[src/shared/atsc_defines.svh]
// Register offsets, field positions, reset values and counts for the converter control
`ifndef ATSC_DEFINES_SVH
`define ATSC_DEFINES_SVH

`define ATSC_ADDR_PERF       8'h50
`define ATSC_ADDR_NUM_BITS   8'h53
`define ATSC_ADDR_TRIM       8'h55
`define ATSC_ADDR_CLK_RANGE  8'h56
`define ATSC_ADDR_STATUS     8'h57

`define ATSC_PERF_MSB        2
`define ATSC_PERF_LSB        0
`define ATSC_VCM_MSB         5
`define ATSC_VCM_LSB         4
`define ATSC_TRIM_MSB        5
`define ATSC_TRIM_LSB        0
`define ATSC_NUM_BITS_POS    1
`define ATSC_CLKR_MSB        1
`define ATSC_CLKR_LSB        0

`define ATSC_PERF_RST        3'h0
`define ATSC_VCM_RST         2'h1
`define ATSC_TRIM_RST        6'h20
`define ATSC_NUM_BITS_RST    1'h0
`define ATSC_CLKR_RST        2'h0
`define ATSC_TRIM_MID        7'h20

`define ATSC_WAKE_CNT_00     10'h3e0
`define ATSC_WAKE_CNT_01     10'h280
`define ATSC_WAKE_CNT_10     10'h1a4
`define ATSC_WAKE_CNT_11     10'h104

`define ATSC_CTL_FRAME_BITS  5'h18
`define ATSC_CTL_ADDR_LAST   5'h07
`define ATSC_WORD_LEN_12     4'hc
`define ATSC_WORD_LEN_14     4'he
`define ATSC_SAMPLE_MAX      15'h1fff

`endif

[src/shared/atsc_pkg.sv]
// Types shared by the converter control blocks
package atsc_pkg;
    typedef enum logic [1:0] {
        ATSC_RUN  = 2'b00,
        ATSC_DOWN = 2'b01,
        ATSC_WAKE = 2'b11
    } atsc_wake_e;

    typedef logic [2:0] atsc_perf_t;
    typedef logic [1:0] atsc_clk_range_t;
endpackage

[src/rtl/atsc_err_corr.sv]
// Digital error correction combining pipeline stage digits into one sample
`timescale 1ns/100ps
`include "atsc_defines.svh"
module atsc_err_corr #(
    parameter int NST = 12
) (
    input  wire logic              mclk,
    input  wire logic              resetn,
    input  wire logic [2*NST-1:0]  stage_digits,
    input  wire logic              final_bit,
    output logic      [12:0]       sample_ff
);

    // Overlapping stage digits, first stage most significant
    function automatic logic [12:0] correct(input logic [2*NST-1:0] d, input logic f);
        logic [14:0] acc;
        logic [1:0]  dig;
        acc = 15'(f);
        for (int i = 0; i < NST; i++) begin
            dig = d[2*i+:2];
            if (dig == 2'h3) begin
                dig = 2'h2;
            end
            acc = acc + (15'(dig) << (NST - 1 - i));
        end
        if (acc > `ATSC_SAMPLE_MAX) begin
            acc = `ATSC_SAMPLE_MAX;
        end
        return acc[12:0];
    endfunction

    always_ff @(posedge mclk or negedge resetn) begin
        if (!resetn) begin
            sample_ff <= 13'h0000;
        end else begin
            sample_ff <= correct(stage_digits, final_bit);
        end
    end
endmodule // atsc_err_corr

[src/rtl/atsc_top.sv]
// Converter trim, performance, wake-up control and serial output framing
// Function
// - Six-bit trim at 0x55, reset mid code
// - Trim offset from mid code 100000
// - Higher trim code never lowers range
// - Two-bit clock range setting held
// - Wake counts 992, 640, 420, 260 cycles
// - Range affects only wake-up delays
// - Performance level at 0x50, reset nominal
// - Codes 100-111 cut power; 001-011 forbidden
// - Buffer strength field bits 5:4, default 01
// - Sample serialised per channel, 12/14 bits
// - Half-rate bit clock and frame clock out
// - All channels sampled on one clock
// - Code 0 lowest, 8191 highest input
// - Stage digits combined by error correction
// - 12-bit drops LSB; 14-bit appends zero
`timescale 1ns/100ps
`include "atsc_defines.svh"
module atsc_top #(
    parameter int NCH = 8,
    parameter int NST = 12
) (
    input  wire logic                   mclk,
    input  wire logic                   resetn,
    input  wire logic                   ctl_cs_n,
    input  wire logic                   ctl_sclk,
    input  wire logic                   ctl_sdata,
    output logic                        ctl_sdout_ff,
    input  wire logic                   pd_req,
    input  wire logic                   sleep_req,
    input  wire logic [NCH*NST*2-1:0]   stage_digits,
    input  wire logic [NCH-1:0]         final_bits,
    output logic      [NCH-1:0]         serial_data_ff,
    output logic                        frame_clock_ff,
    output logic                        bit_clock_half_ff,
    output logic                        wake_ready_ff,
    output atsc_pkg::atsc_perf_t        perf_level_ff,
    output logic      [1:0]             common_mode_buffer_strength_ff,
    output logic      [5:0]             full_scale_trim_ff,
    output logic signed [6:0]           trim_offset_ff
);

    // Control port state
    logic                        sclk_q_ff;
    logic                        cs_q_ff;
    logic [4:0]                  bit_cnt_ff;
    logic [23:0]                 ctl_shift_ff;
    logic [15:0]                 rd_shift_ff;
    logic                        sclk_rise;
    logic                        cs_rise;
    logic                        wr_en;
    logic [7:0]                  wr_addr;
    logic [15:0]                 wr_data;
    logic [7:0]                  rd_addr;
    logic [15:0]                 rd_word;

    // Configuration registers
    atsc_pkg::atsc_perf_t        perf_raw_ff;
    atsc_pkg::atsc_clk_range_t   clk_range_ff;
    logic                        num_bits_ff;
    logic                        wake_busy;

    // Serialiser state
    logic [3:0]                  frame_cnt_ff;
    logic                        nb_frame_ff;
    logic                        frame_end;
    logic [3:0]                  cur_len;
    logic [3:0]                  nxt_frame_cnt;
    logic [12:0]                 sample   [NCH];
    logic [13:0]                 word_ff  [NCH];
    logic [3:0]                  gap_ff;

    function automatic logic [3:0] frame_len(input logic nb);
        return nb ? `ATSC_WORD_LEN_14 : `ATSC_WORD_LEN_12;
    endfunction

    function automatic logic [13:0] fmt_word(input logic [12:0] s, input logic nb);
        return nb ? {s, 1'b0} : {2'b00, s[12:1]};
    endfunction

    function automatic logic perf_legal(input atsc_pkg::atsc_perf_t p);
        return p[2] || (p == 3'h0);
    endfunction

    function automatic logic [15:0] reg_read(input logic [7:0] a);
        case (a)
            `ATSC_ADDR_PERF:
                reg_read = {10'h000, common_mode_buffer_strength_ff, 1'b0, perf_raw_ff};
            `ATSC_ADDR_NUM_BITS:
                reg_read = {14'h0000, num_bits_ff, 1'b0};
            `ATSC_ADDR_TRIM:
                reg_read = {10'h000, full_scale_trim_ff};
            `ATSC_ADDR_CLK_RANGE:
                reg_read = {14'h0000, clk_range_ff};
            `ATSC_ADDR_STATUS:
                reg_read = {14'h0000, wake_busy, wake_ready_ff};
            default:
                reg_read = 16'h0000;
        endcase
    endfunction

    // Serial control port framing: 8 address bits then 16 data bits, MSB first
    assign sclk_rise = ctl_sclk & ~sclk_q_ff & ~ctl_cs_n;
    assign cs_rise   = ctl_cs_n & ~cs_q_ff;
    assign wr_en     = cs_rise && (bit_cnt_ff == `ATSC_CTL_FRAME_BITS);
    assign wr_addr   = ctl_shift_ff[23:16];
    assign wr_data   = ctl_shift_ff[15:0];
    assign rd_addr   = {ctl_shift_ff[6:0], ctl_sdata};

    always_comb begin
        rd_word = reg_read(rd_addr);
    end

    always_ff @(posedge mclk or negedge resetn) begin
        if (!resetn) begin
            sclk_q_ff <= 1'b0;
            cs_q_ff   <= 1'b1;
        end else begin
            sclk_q_ff <= ctl_sclk;
            cs_q_ff   <= ctl_cs_n;
        end
    end

    always_ff @(posedge mclk or negedge resetn) begin
        if (!resetn) begin
            bit_cnt_ff   <= 5'h00;
            ctl_shift_ff <= 24'h000000;
        end else if (ctl_cs_n) begin
            bit_cnt_ff <= 5'h00;
        end else if (sclk_rise) begin
            ctl_shift_ff <= {ctl_shift_ff[22:0], ctl_sdata};
            if (bit_cnt_ff != 5'h1f) begin
                bit_cnt_ff <= bit_cnt_ff + 5'h01;
            end
        end
    end

    // Read data follows the address byte
    always_ff @(posedge mclk or negedge resetn) begin
        if (!resetn) begin
            rd_shift_ff  <= 16'h0000;
            ctl_sdout_ff <= 1'b0;
        end else if (ctl_cs_n) begin
            ctl_sdout_ff <= 1'b0;
        end else if (sclk_rise && (bit_cnt_ff == `ATSC_CTL_ADDR_LAST)) begin
            ctl_sdout_ff <= rd_word[15];
            rd_shift_ff  <= {rd_word[14:0], 1'b0};
        end else if (sclk_rise) begin
            ctl_sdout_ff <= rd_shift_ff[15];
            rd_shift_ff  <= {rd_shift_ff[14:0], 1'b0};
        end
    end

    // Register writes
    always_ff @(posedge mclk or negedge resetn) begin
        if (!resetn) begin
            full_scale_trim_ff <= `ATSC_TRIM_RST;
        end else if (wr_en && (wr_addr == `ATSC_ADDR_TRIM)) begin
            full_scale_trim_ff <= wr_data[`ATSC_TRIM_MSB:`ATSC_TRIM_LSB];
        end
    end

    always_ff @(posedge mclk or negedge resetn) begin
        if (!resetn) begin
            perf_raw_ff                    <= `ATSC_PERF_RST;
            common_mode_buffer_strength_ff <= `ATSC_VCM_RST;
        end else if (wr_en && (wr_addr == `ATSC_ADDR_PERF)) begin
            perf_raw_ff                    <= wr_data[`ATSC_PERF_MSB:`ATSC_PERF_LSB];
            common_mode_buffer_strength_ff <= wr_data[`ATSC_VCM_MSB:`ATSC_VCM_LSB];
        end
    end

    always_ff @(posedge mclk or negedge resetn) begin
        if (!resetn) begin
            clk_range_ff <= `ATSC_CLKR_RST;
        end else if (wr_en && (wr_addr == `ATSC_ADDR_CLK_RANGE)) begin
            clk_range_ff <= wr_data[`ATSC_CLKR_MSB:`ATSC_CLKR_LSB];
        end
    end

    always_ff @(posedge mclk or negedge resetn) begin
        if (!resetn) begin
            num_bits_ff <= `ATSC_NUM_BITS_RST;
        end else if (wr_en && (wr_addr == `ATSC_ADDR_NUM_BITS)) begin
            num_bits_ff <= wr_data[`ATSC_NUM_BITS_POS];
        end
    end

    // Derived analog settings
    always_ff @(posedge mclk or negedge resetn) begin
        if (!resetn) begin
            perf_level_ff  <= `ATSC_PERF_RST;
            trim_offset_ff <= 7'sh00;
        end else begin
            perf_level_ff  <= perf_legal(perf_raw_ff) ? perf_raw_ff : 3'h0;
            trim_offset_ff <= $signed({1'b0, full_scale_trim_ff} - `ATSC_TRIM_MID);
        end
    end

    // Wake-up timing
    atsc_wake_ctr u_wake (
        .mclk      (mclk),
        .resetn    (resetn),
        .pd_req    (pd_req),
        .sleep_req (sleep_req),
        .clk_range (clk_range_ff),
        .ready_ff  (wake_ready_ff),
        .busy_ff   (wake_busy)
    );

    // Frame timing
    assign cur_len       = frame_len(nb_frame_ff);
    assign frame_end     = (frame_cnt_ff == cur_len - 4'h1);
    assign nxt_frame_cnt = frame_end ? 4'h0 : frame_cnt_ff + 4'h1;

    always_ff @(posedge mclk or negedge resetn) begin
        if (!resetn) begin
            frame_cnt_ff      <= 4'h0;
            nb_frame_ff       <= `ATSC_NUM_BITS_RST;
            frame_clock_ff    <= 1'b1;
            bit_clock_half_ff <= 1'b0;
        end else begin
            frame_cnt_ff      <= nxt_frame_cnt;
            bit_clock_half_ff <= ~bit_clock_half_ff;
            if (frame_end) begin
                nb_frame_ff    <= num_bits_ff;
                frame_clock_ff <= 1'b1;
            end else begin
                frame_clock_ff <= (nxt_frame_cnt < (cur_len >> 1));
            end
        end
    end

    // Per-channel correction and serialisation on the shared clock
    for (genvar c = 0; c < NCH; c++) begin : g_ch
        atsc_err_corr #(
            .NST (NST)
        ) u_ecc (
            .mclk         (mclk),
            .resetn       (resetn),
            .stage_digits (stage_digits[c*NST*2 +: NST*2]),
            .final_bit    (final_bits[c]),
            .sample_ff    (sample[c])
        );

        logic [13:0] fmt_w;
        assign fmt_w = fmt_word(sample[c], num_bits_ff);

        always_ff @(posedge mclk or negedge resetn) begin
            if (!resetn) begin
                word_ff[c]        <= 14'h0000;
                serial_data_ff[c] <= 1'b0;
            end else if (frame_end) begin
                word_ff[c]        <= wake_ready_ff ? fmt_w : 14'h0000;
                serial_data_ff[c] <= wake_ready_ff & fmt_w[0];
            end else begin
                word_ff[c]        <= {1'b0, word_ff[c][13:1]};
                serial_data_ff[c] <= word_ff[c][1];
            end
        end
    end

    // Assertion helper: cycles since the last frame end
    always_ff @(posedge mclk or negedge resetn) begin
        if (!resetn) begin
            gap_ff <= 4'h0;
        end else begin
            gap_ff <= frame_end ? 4'h0 : gap_ff + 4'h1;
        end
    end
endmodule // atsc_top

[src/rtl/atsc_wake_ctr.sv]
// Wake-up delay counter for leaving power down or deep sleep
`timescale 1ns/100ps
`include "atsc_defines.svh"
module atsc_wake_ctr (
    input  wire logic        mclk,
    input  wire logic        resetn,
    input  wire logic        pd_req,
    input  wire logic        sleep_req,
    input  wire logic [1:0]  clk_range,
    output logic             ready_ff,
    output logic             busy_ff
);

    atsc_pkg::atsc_wake_e state_ff;
    logic [9:0]           cnt_ff;
    logic                 intr_ff;
    logic                 req;

    assign req = pd_req | sleep_req;

    function automatic logic [9:0] wake_count(input logic [1:0] r);
        case (r)
            2'h0:    return `ATSC_WAKE_CNT_00;
            2'h1:    return `ATSC_WAKE_CNT_01;
            2'h2:    return `ATSC_WAKE_CNT_10;
            default: return `ATSC_WAKE_CNT_11;
        endcase
    endfunction

    always_ff @(posedge mclk or negedge resetn) begin
        if (!resetn) begin
            state_ff <= atsc_pkg::ATSC_WAKE;
            cnt_ff   <= `ATSC_WAKE_CNT_00;
            ready_ff <= 1'b0;
            busy_ff  <= 1'b1;
        end else begin
            case (state_ff)
                atsc_pkg::ATSC_RUN: begin
                    if (req) begin
                        state_ff <= atsc_pkg::ATSC_DOWN;
                        ready_ff <= 1'b0;
                    end
                end
                atsc_pkg::ATSC_DOWN: begin
                    if (!req) begin
                        state_ff <= atsc_pkg::ATSC_WAKE;
                        cnt_ff   <= wake_count(clk_range);
                        busy_ff  <= 1'b1;
                    end
                end
                atsc_pkg::ATSC_WAKE: begin
                    if (req) begin
                        state_ff <= atsc_pkg::ATSC_DOWN;
                        busy_ff  <= 1'b0;
                    end else if (cnt_ff == 10'h001) begin
                        state_ff <= atsc_pkg::ATSC_RUN;
                        ready_ff <= 1'b1;
                        busy_ff  <= 1'b0;
                    end else begin
                        cnt_ff <= cnt_ff - 10'h001;
                    end
                end
                default: begin
                    state_ff <= atsc_pkg::ATSC_DOWN;
                    ready_ff <= 1'b0;
                    busy_ff  <= 1'b0;
                end
            endcase
        end
    end

    // Assertion helper: wake interrupted by a new request
    always_ff @(posedge mclk or negedge resetn) begin
        if (!resetn) begin
            intr_ff <= 1'b0;
        end else if (state_ff == atsc_pkg::ATSC_RUN) begin
            intr_ff <= 1'b0;
        end else if ((state_ff == atsc_pkg::ATSC_WAKE) && req) begin
            intr_ff <= 1'b1;
        end
    end
endmodule // atsc_wake_ctr

[config.mk]
export PLATFORM = sky130hd
export DESIGN_NAME = atsc_top
export DESIGN_NICKNAME = d
export VERILOG_FILES = /design/src/shared/atsc_pkg.sv /design/src/rtl/atsc_err_corr.sv /design/src/rtl/atsc_top.sv /design/src/rtl/atsc_wake_ctr.sv
export VERILOG_INCLUDE_DIRS = /design/src /design/src/shared
export SDC_FILE = /design/constraint.sdc
export NUM_CORES = 1
export LEC_CHECK = 0
export BUFFER_PORTS_ARGS = -buffer_cell sky130_fd_sc_hd__buf_2
export CORE_MARGIN = 1
export CORE_UTILIZATION = 50
export DETAILED_ROUTE_END_ITERATION = 7
export PLACE_DENSITY_LB_ADDON = 0.15
export SLEW_MARGIN = 10
export SYNTH_ARGS = -nofsm -noshare
export SYNTH_HDL_FRONTEND = slang
export SYNTH_SLANG_ARGS = --single-unit
export TNS_END_PERCENT = 20
[constraint.sdc]
create_clock -name mclk -period 1.81 [get_ports mclk]
set_input_delay 0.362 -clock mclk [delete_from_list [all_inputs] [get_ports mclk]]
set_output_delay 0.362 -clock mclk [all_outputs]
set_load 0.01 [all_outputs]
==> flow_summary.ini <==
[sta]
hold_viol = 0
whs_ns = 0.09998
timing.final.crit_share_pct = 107.2
fin_worst_skew_ns = 0.01443
fmaxAchievable_ghz = 0.5152
setup_viol_count_final = 10
max_slew_margin_pct = 69.86
rsz0062_at_grt = true
final.min_clock_period_ns = 1.941
timing.final.ws_setup_ns = -0.1309
worst_pin_slew_ns = 0.4462
slew_viol_final = 0

[clock_network]
cts-htree-levels = 2
clock-root-buffer = sky130_fd_sc_hd__clkbuf_16
clk_path_buf_depth = 3
cts.sink_count = 307
worst_setup_hold_path_clk_slew_ns = 0.06
tritoncts = built
clock_insertion_delay_worst_skew_ns = 0.51
cts-buffers-inserted = 34

[power]
power_per_cell_area_mw_per_mm2 = 799.5
post-layout-total-power_w = 0.01787
p_leak_nw = 11.23
vdd.ir_drop.worst_mv = 0.5632

[placed_design]
io_buffer_count = 236
global_placer_s_final_weighted_congestion = 0.8785
number_of_placed_cells_counting_well_taps = 2675
postPlaceCellArea_mm2 = 0.02080
dp_hpwl_um = 27760

[synth]
synth.ff_latch_count = 307
yosysSeqAreaShare_pct = 45.45
avgSynthCellArea_um2 = 9.189
synth.yosys.warnings = 0
fraction_of_registers_with_async_set_or_reset_after_synthesis_pct = 100.0
synth_cell_type_count = 83
synth-main-ff-cell = sky130_fd_sc_hd__dfrtp_1
synth.cell_area_mm2 = 0.01693
synth-edff-count = 0
synthesis.nets = 2160
syn_inst = 1843

[floorplanning]
die-width_um = 186.0
core_region_area_mm2 = 0.03345
die_h_um = 186.0
core.rowCount = 67
overall_die_area_mm2 = 0.03461
initial_core_util_pct = 50.63
pin_count = 237

[detailed_routing]
wl_per_cell_um = 13.57
vias = 14640
post-route-drc-count = 0
vias_per_cell = 5.336
detail_route.iter0.violations = 730
route.antenna.remaining_nets = 0
route.final.wire_length_um = 37210
drtPass1Iterations = 5

[layout]
mostFrequentLayoutCell = sky130_fd_sc_hd__dfrtp_1
insertedDiodeCount = 0
layout-drive-gt1-share_pct = 31.68
mostFrequentLayoutCells = sky130_fd_sc_hd__dfrtp_1, sky130_fd_sc_hd__buf_4, sky130_fd_sc_hd__nor2_1, sky130_fd_sc_hd__buf_2, sky130_fd_sc_hd__nand2_1
area_delta_synth_final_pct = 31.98
design.final.nets = 2589
num-fill-cells = 2724
postLayoutCellArea_mm2 = 0.02235
layout.cells.non_filler = 2743

[grt]
grt_busiest_layer = met2
met3_track_demand_over_resource_in_global_routing_pct = 2.857
grt_pass1_wl_um = 62330
grt_util_all_layers_pct = 21.68
globalRoute.totalOverflow = 0
met2_usage_pct = 38.84
grt_start_max_net_pins = 58
m1_gr_usage_pct = 27.45
grt_antenna_before_repair = 1
vias_in_the_first_global_route = 14060

[setup_path]
critPathMaxStageDelay_ns = 0.55
critPathMaxFanout = 5
critical_path.cell_chain = and4bb_1, nand3_2, nor2_2, or4b_4, mux2_4
arrival_ns = 2.32
critical_path.endpoint_type = flip-flop
r2r_slack_ns = -0.13
crit_family = simple AND/OR/NAND/NOR gates
cp.required_ns = 2.19
critical_path.n_buffers_inverters = 0
cpMaxStageDelayCell = sky130_fd_sc_hd__or4b_4
worstSetupStartpointType = flip-flop
worst-setup-path-type = reg2reg

[run_status]
run_status = complete, but fails checks
violations = setup timing

[min_path]
worst_hold_path_type = in2reg

[run]
maxCapViolCount = 0
==> state kept, by name, summed over array words and instances, names as in the netlist, 2 cells and up <==
name                            cells
u_wake.state_ff                     2
perf_level_ff                       3
bit_cnt_ff                          5
frame_cnt_ff                        4
trim_offset_ff                      6
u_wake.cnt_ff                      10
clk_range_ff                        2
perf_raw_ff                         3
common_mode_buffer_strength_ff      2
ctl_shift_ff                       24
rd_shift_ff                        15
word_ff                           104
g_ch.u_ecc.sample_ff              104
full_scale_trim_ff                  6
serial_data_ff                      8
==> final timing paths <==
| check | from | end | cells past startpoint |
|---|---|---|---|
| max | ctl_shift_ff[21] | perf_raw_ff[2] | 5 |
| min | pd_req | u_wake.state_ff[0] | 3 |
| max reg2reg | ctl_shift_ff[21] | perf_raw_ff[2] | 5 |
| min reg2reg | bit_clock_half_ff | bit_clock_half_ff | 1 |
| max in group asynchronous | resetn | u_wake.cnt_ff[6] | 3 |
| min in group asynchronous | resetn | bit_clock_half_ff | 2 |
==> cell families after synthesis <==
group	Yosys count	synth area share [%]
xor gates and xnor gates	60	3.103
buffers and inverters	186	4.219
muxes	24	1.648
AOI/OAI and AO/OA	381	15.97
DFF	307	45.45
and+or+nand+nor	775	21.13
adders and majority gates	110	8.482
==> stage by stage <==
step	worst slack (ns)	utilization, %	setup TNS [ns]
after floorplan	-0.4384	-	-18.45
after global placement	-0.6419	62.18	-42.70
after detailed placement	-0.7954	62.18	-47.65
after CTS	-0.1727	66.15	-1.456
after global routing	-0.2108	66.82	-2.483
final	-0.1309	66.82	-0.7220
==> power by group <==
part           switching, W  internal (W)
Combinational       0.00156       0.00168
Clock               0.00260       0.00422
Sequential         0.000371       0.00744
Total               0.00453        0.0133
==> worst register-to-register path, cell delays in order (launching register included) <==
cell	delay, ns
sky130_fd_sc_hd__dfrtp_1	0.37
sky130_fd_sc_hd__and4bb_1	0.29
sky130_fd_sc_hd__nand3_2	0.12
sky130_fd_sc_hd__nor2_2	0.15
sky130_fd_sc_hd__or4b_4	0.56
sky130_fd_sc_hd__mux2_4	0.33
==> final cells by class <==
cell class                      instances  area [µm²]  area share, %
Clock buffer                           54        1080          4.831
Clock inverter                          5       52.55         0.2351
Inverter                               28       105.1         0.4702
Multi-Input combinational cell       1350        9085          40.65
Sequential cell                       307        7697          34.44
Tap cell                              448       560.5          2.508
Timing Repair Buffer                  551        3770          16.87
==> cells in the mapped netlist, types with 27 or more instances <==
cell                       number  area (µm²)
sky130_fd_sc_hd__dfrtp_1      295        7382
sky130_fd_sc_hd__nor2_1       274        1028
sky130_fd_sc_hd__nand2_1      223       837.1
sky130_fd_sc_hd__clkbuf_1     148       555.5
sky130_fd_sc_hd__nor2b_1      108       675.7
sky130_fd_sc_hd__ha_1         102        1276
sky130_fd_sc_hd__a221oi_1      93       814.5
sky130_fd_sc_hd__a21oi_1       67       335.3
sky130_fd_sc_hd__o21ai_1       44       220.2
sky130_fd_sc_hd__nand3_1       36       180.2
sky130_fd_sc_hd__nand2b_1      32       200.2
sky130_fd_sc_hd__xnor2_1       30       262.8
sky130_fd_sc_hd__xor2_1        30       262.8
sky130_fd_sc_hd__a211oi_1      29       217.7
sky130_fd_sc_hd__nor3_1        28       140.1
sky130_fd_sc_hd__inv_1         27       101.4
==> layer usage <==
layer  vias up  wire (µm)
li1       7236          -
met1      7049      16190
met2       284      18960
met3        65       1319
met4         2        725
met5         -         17
==> repair_timing <==
item	in CTS	in global routing
resized for setup	29	52
endpoints found under the hold margin	35	0
setup buffers	5	4
pin swaps	11	19
cloned	1	0
setup endpoints to repair	36	98
hold buffers	2	0
(Power assumes the default switching activity.)
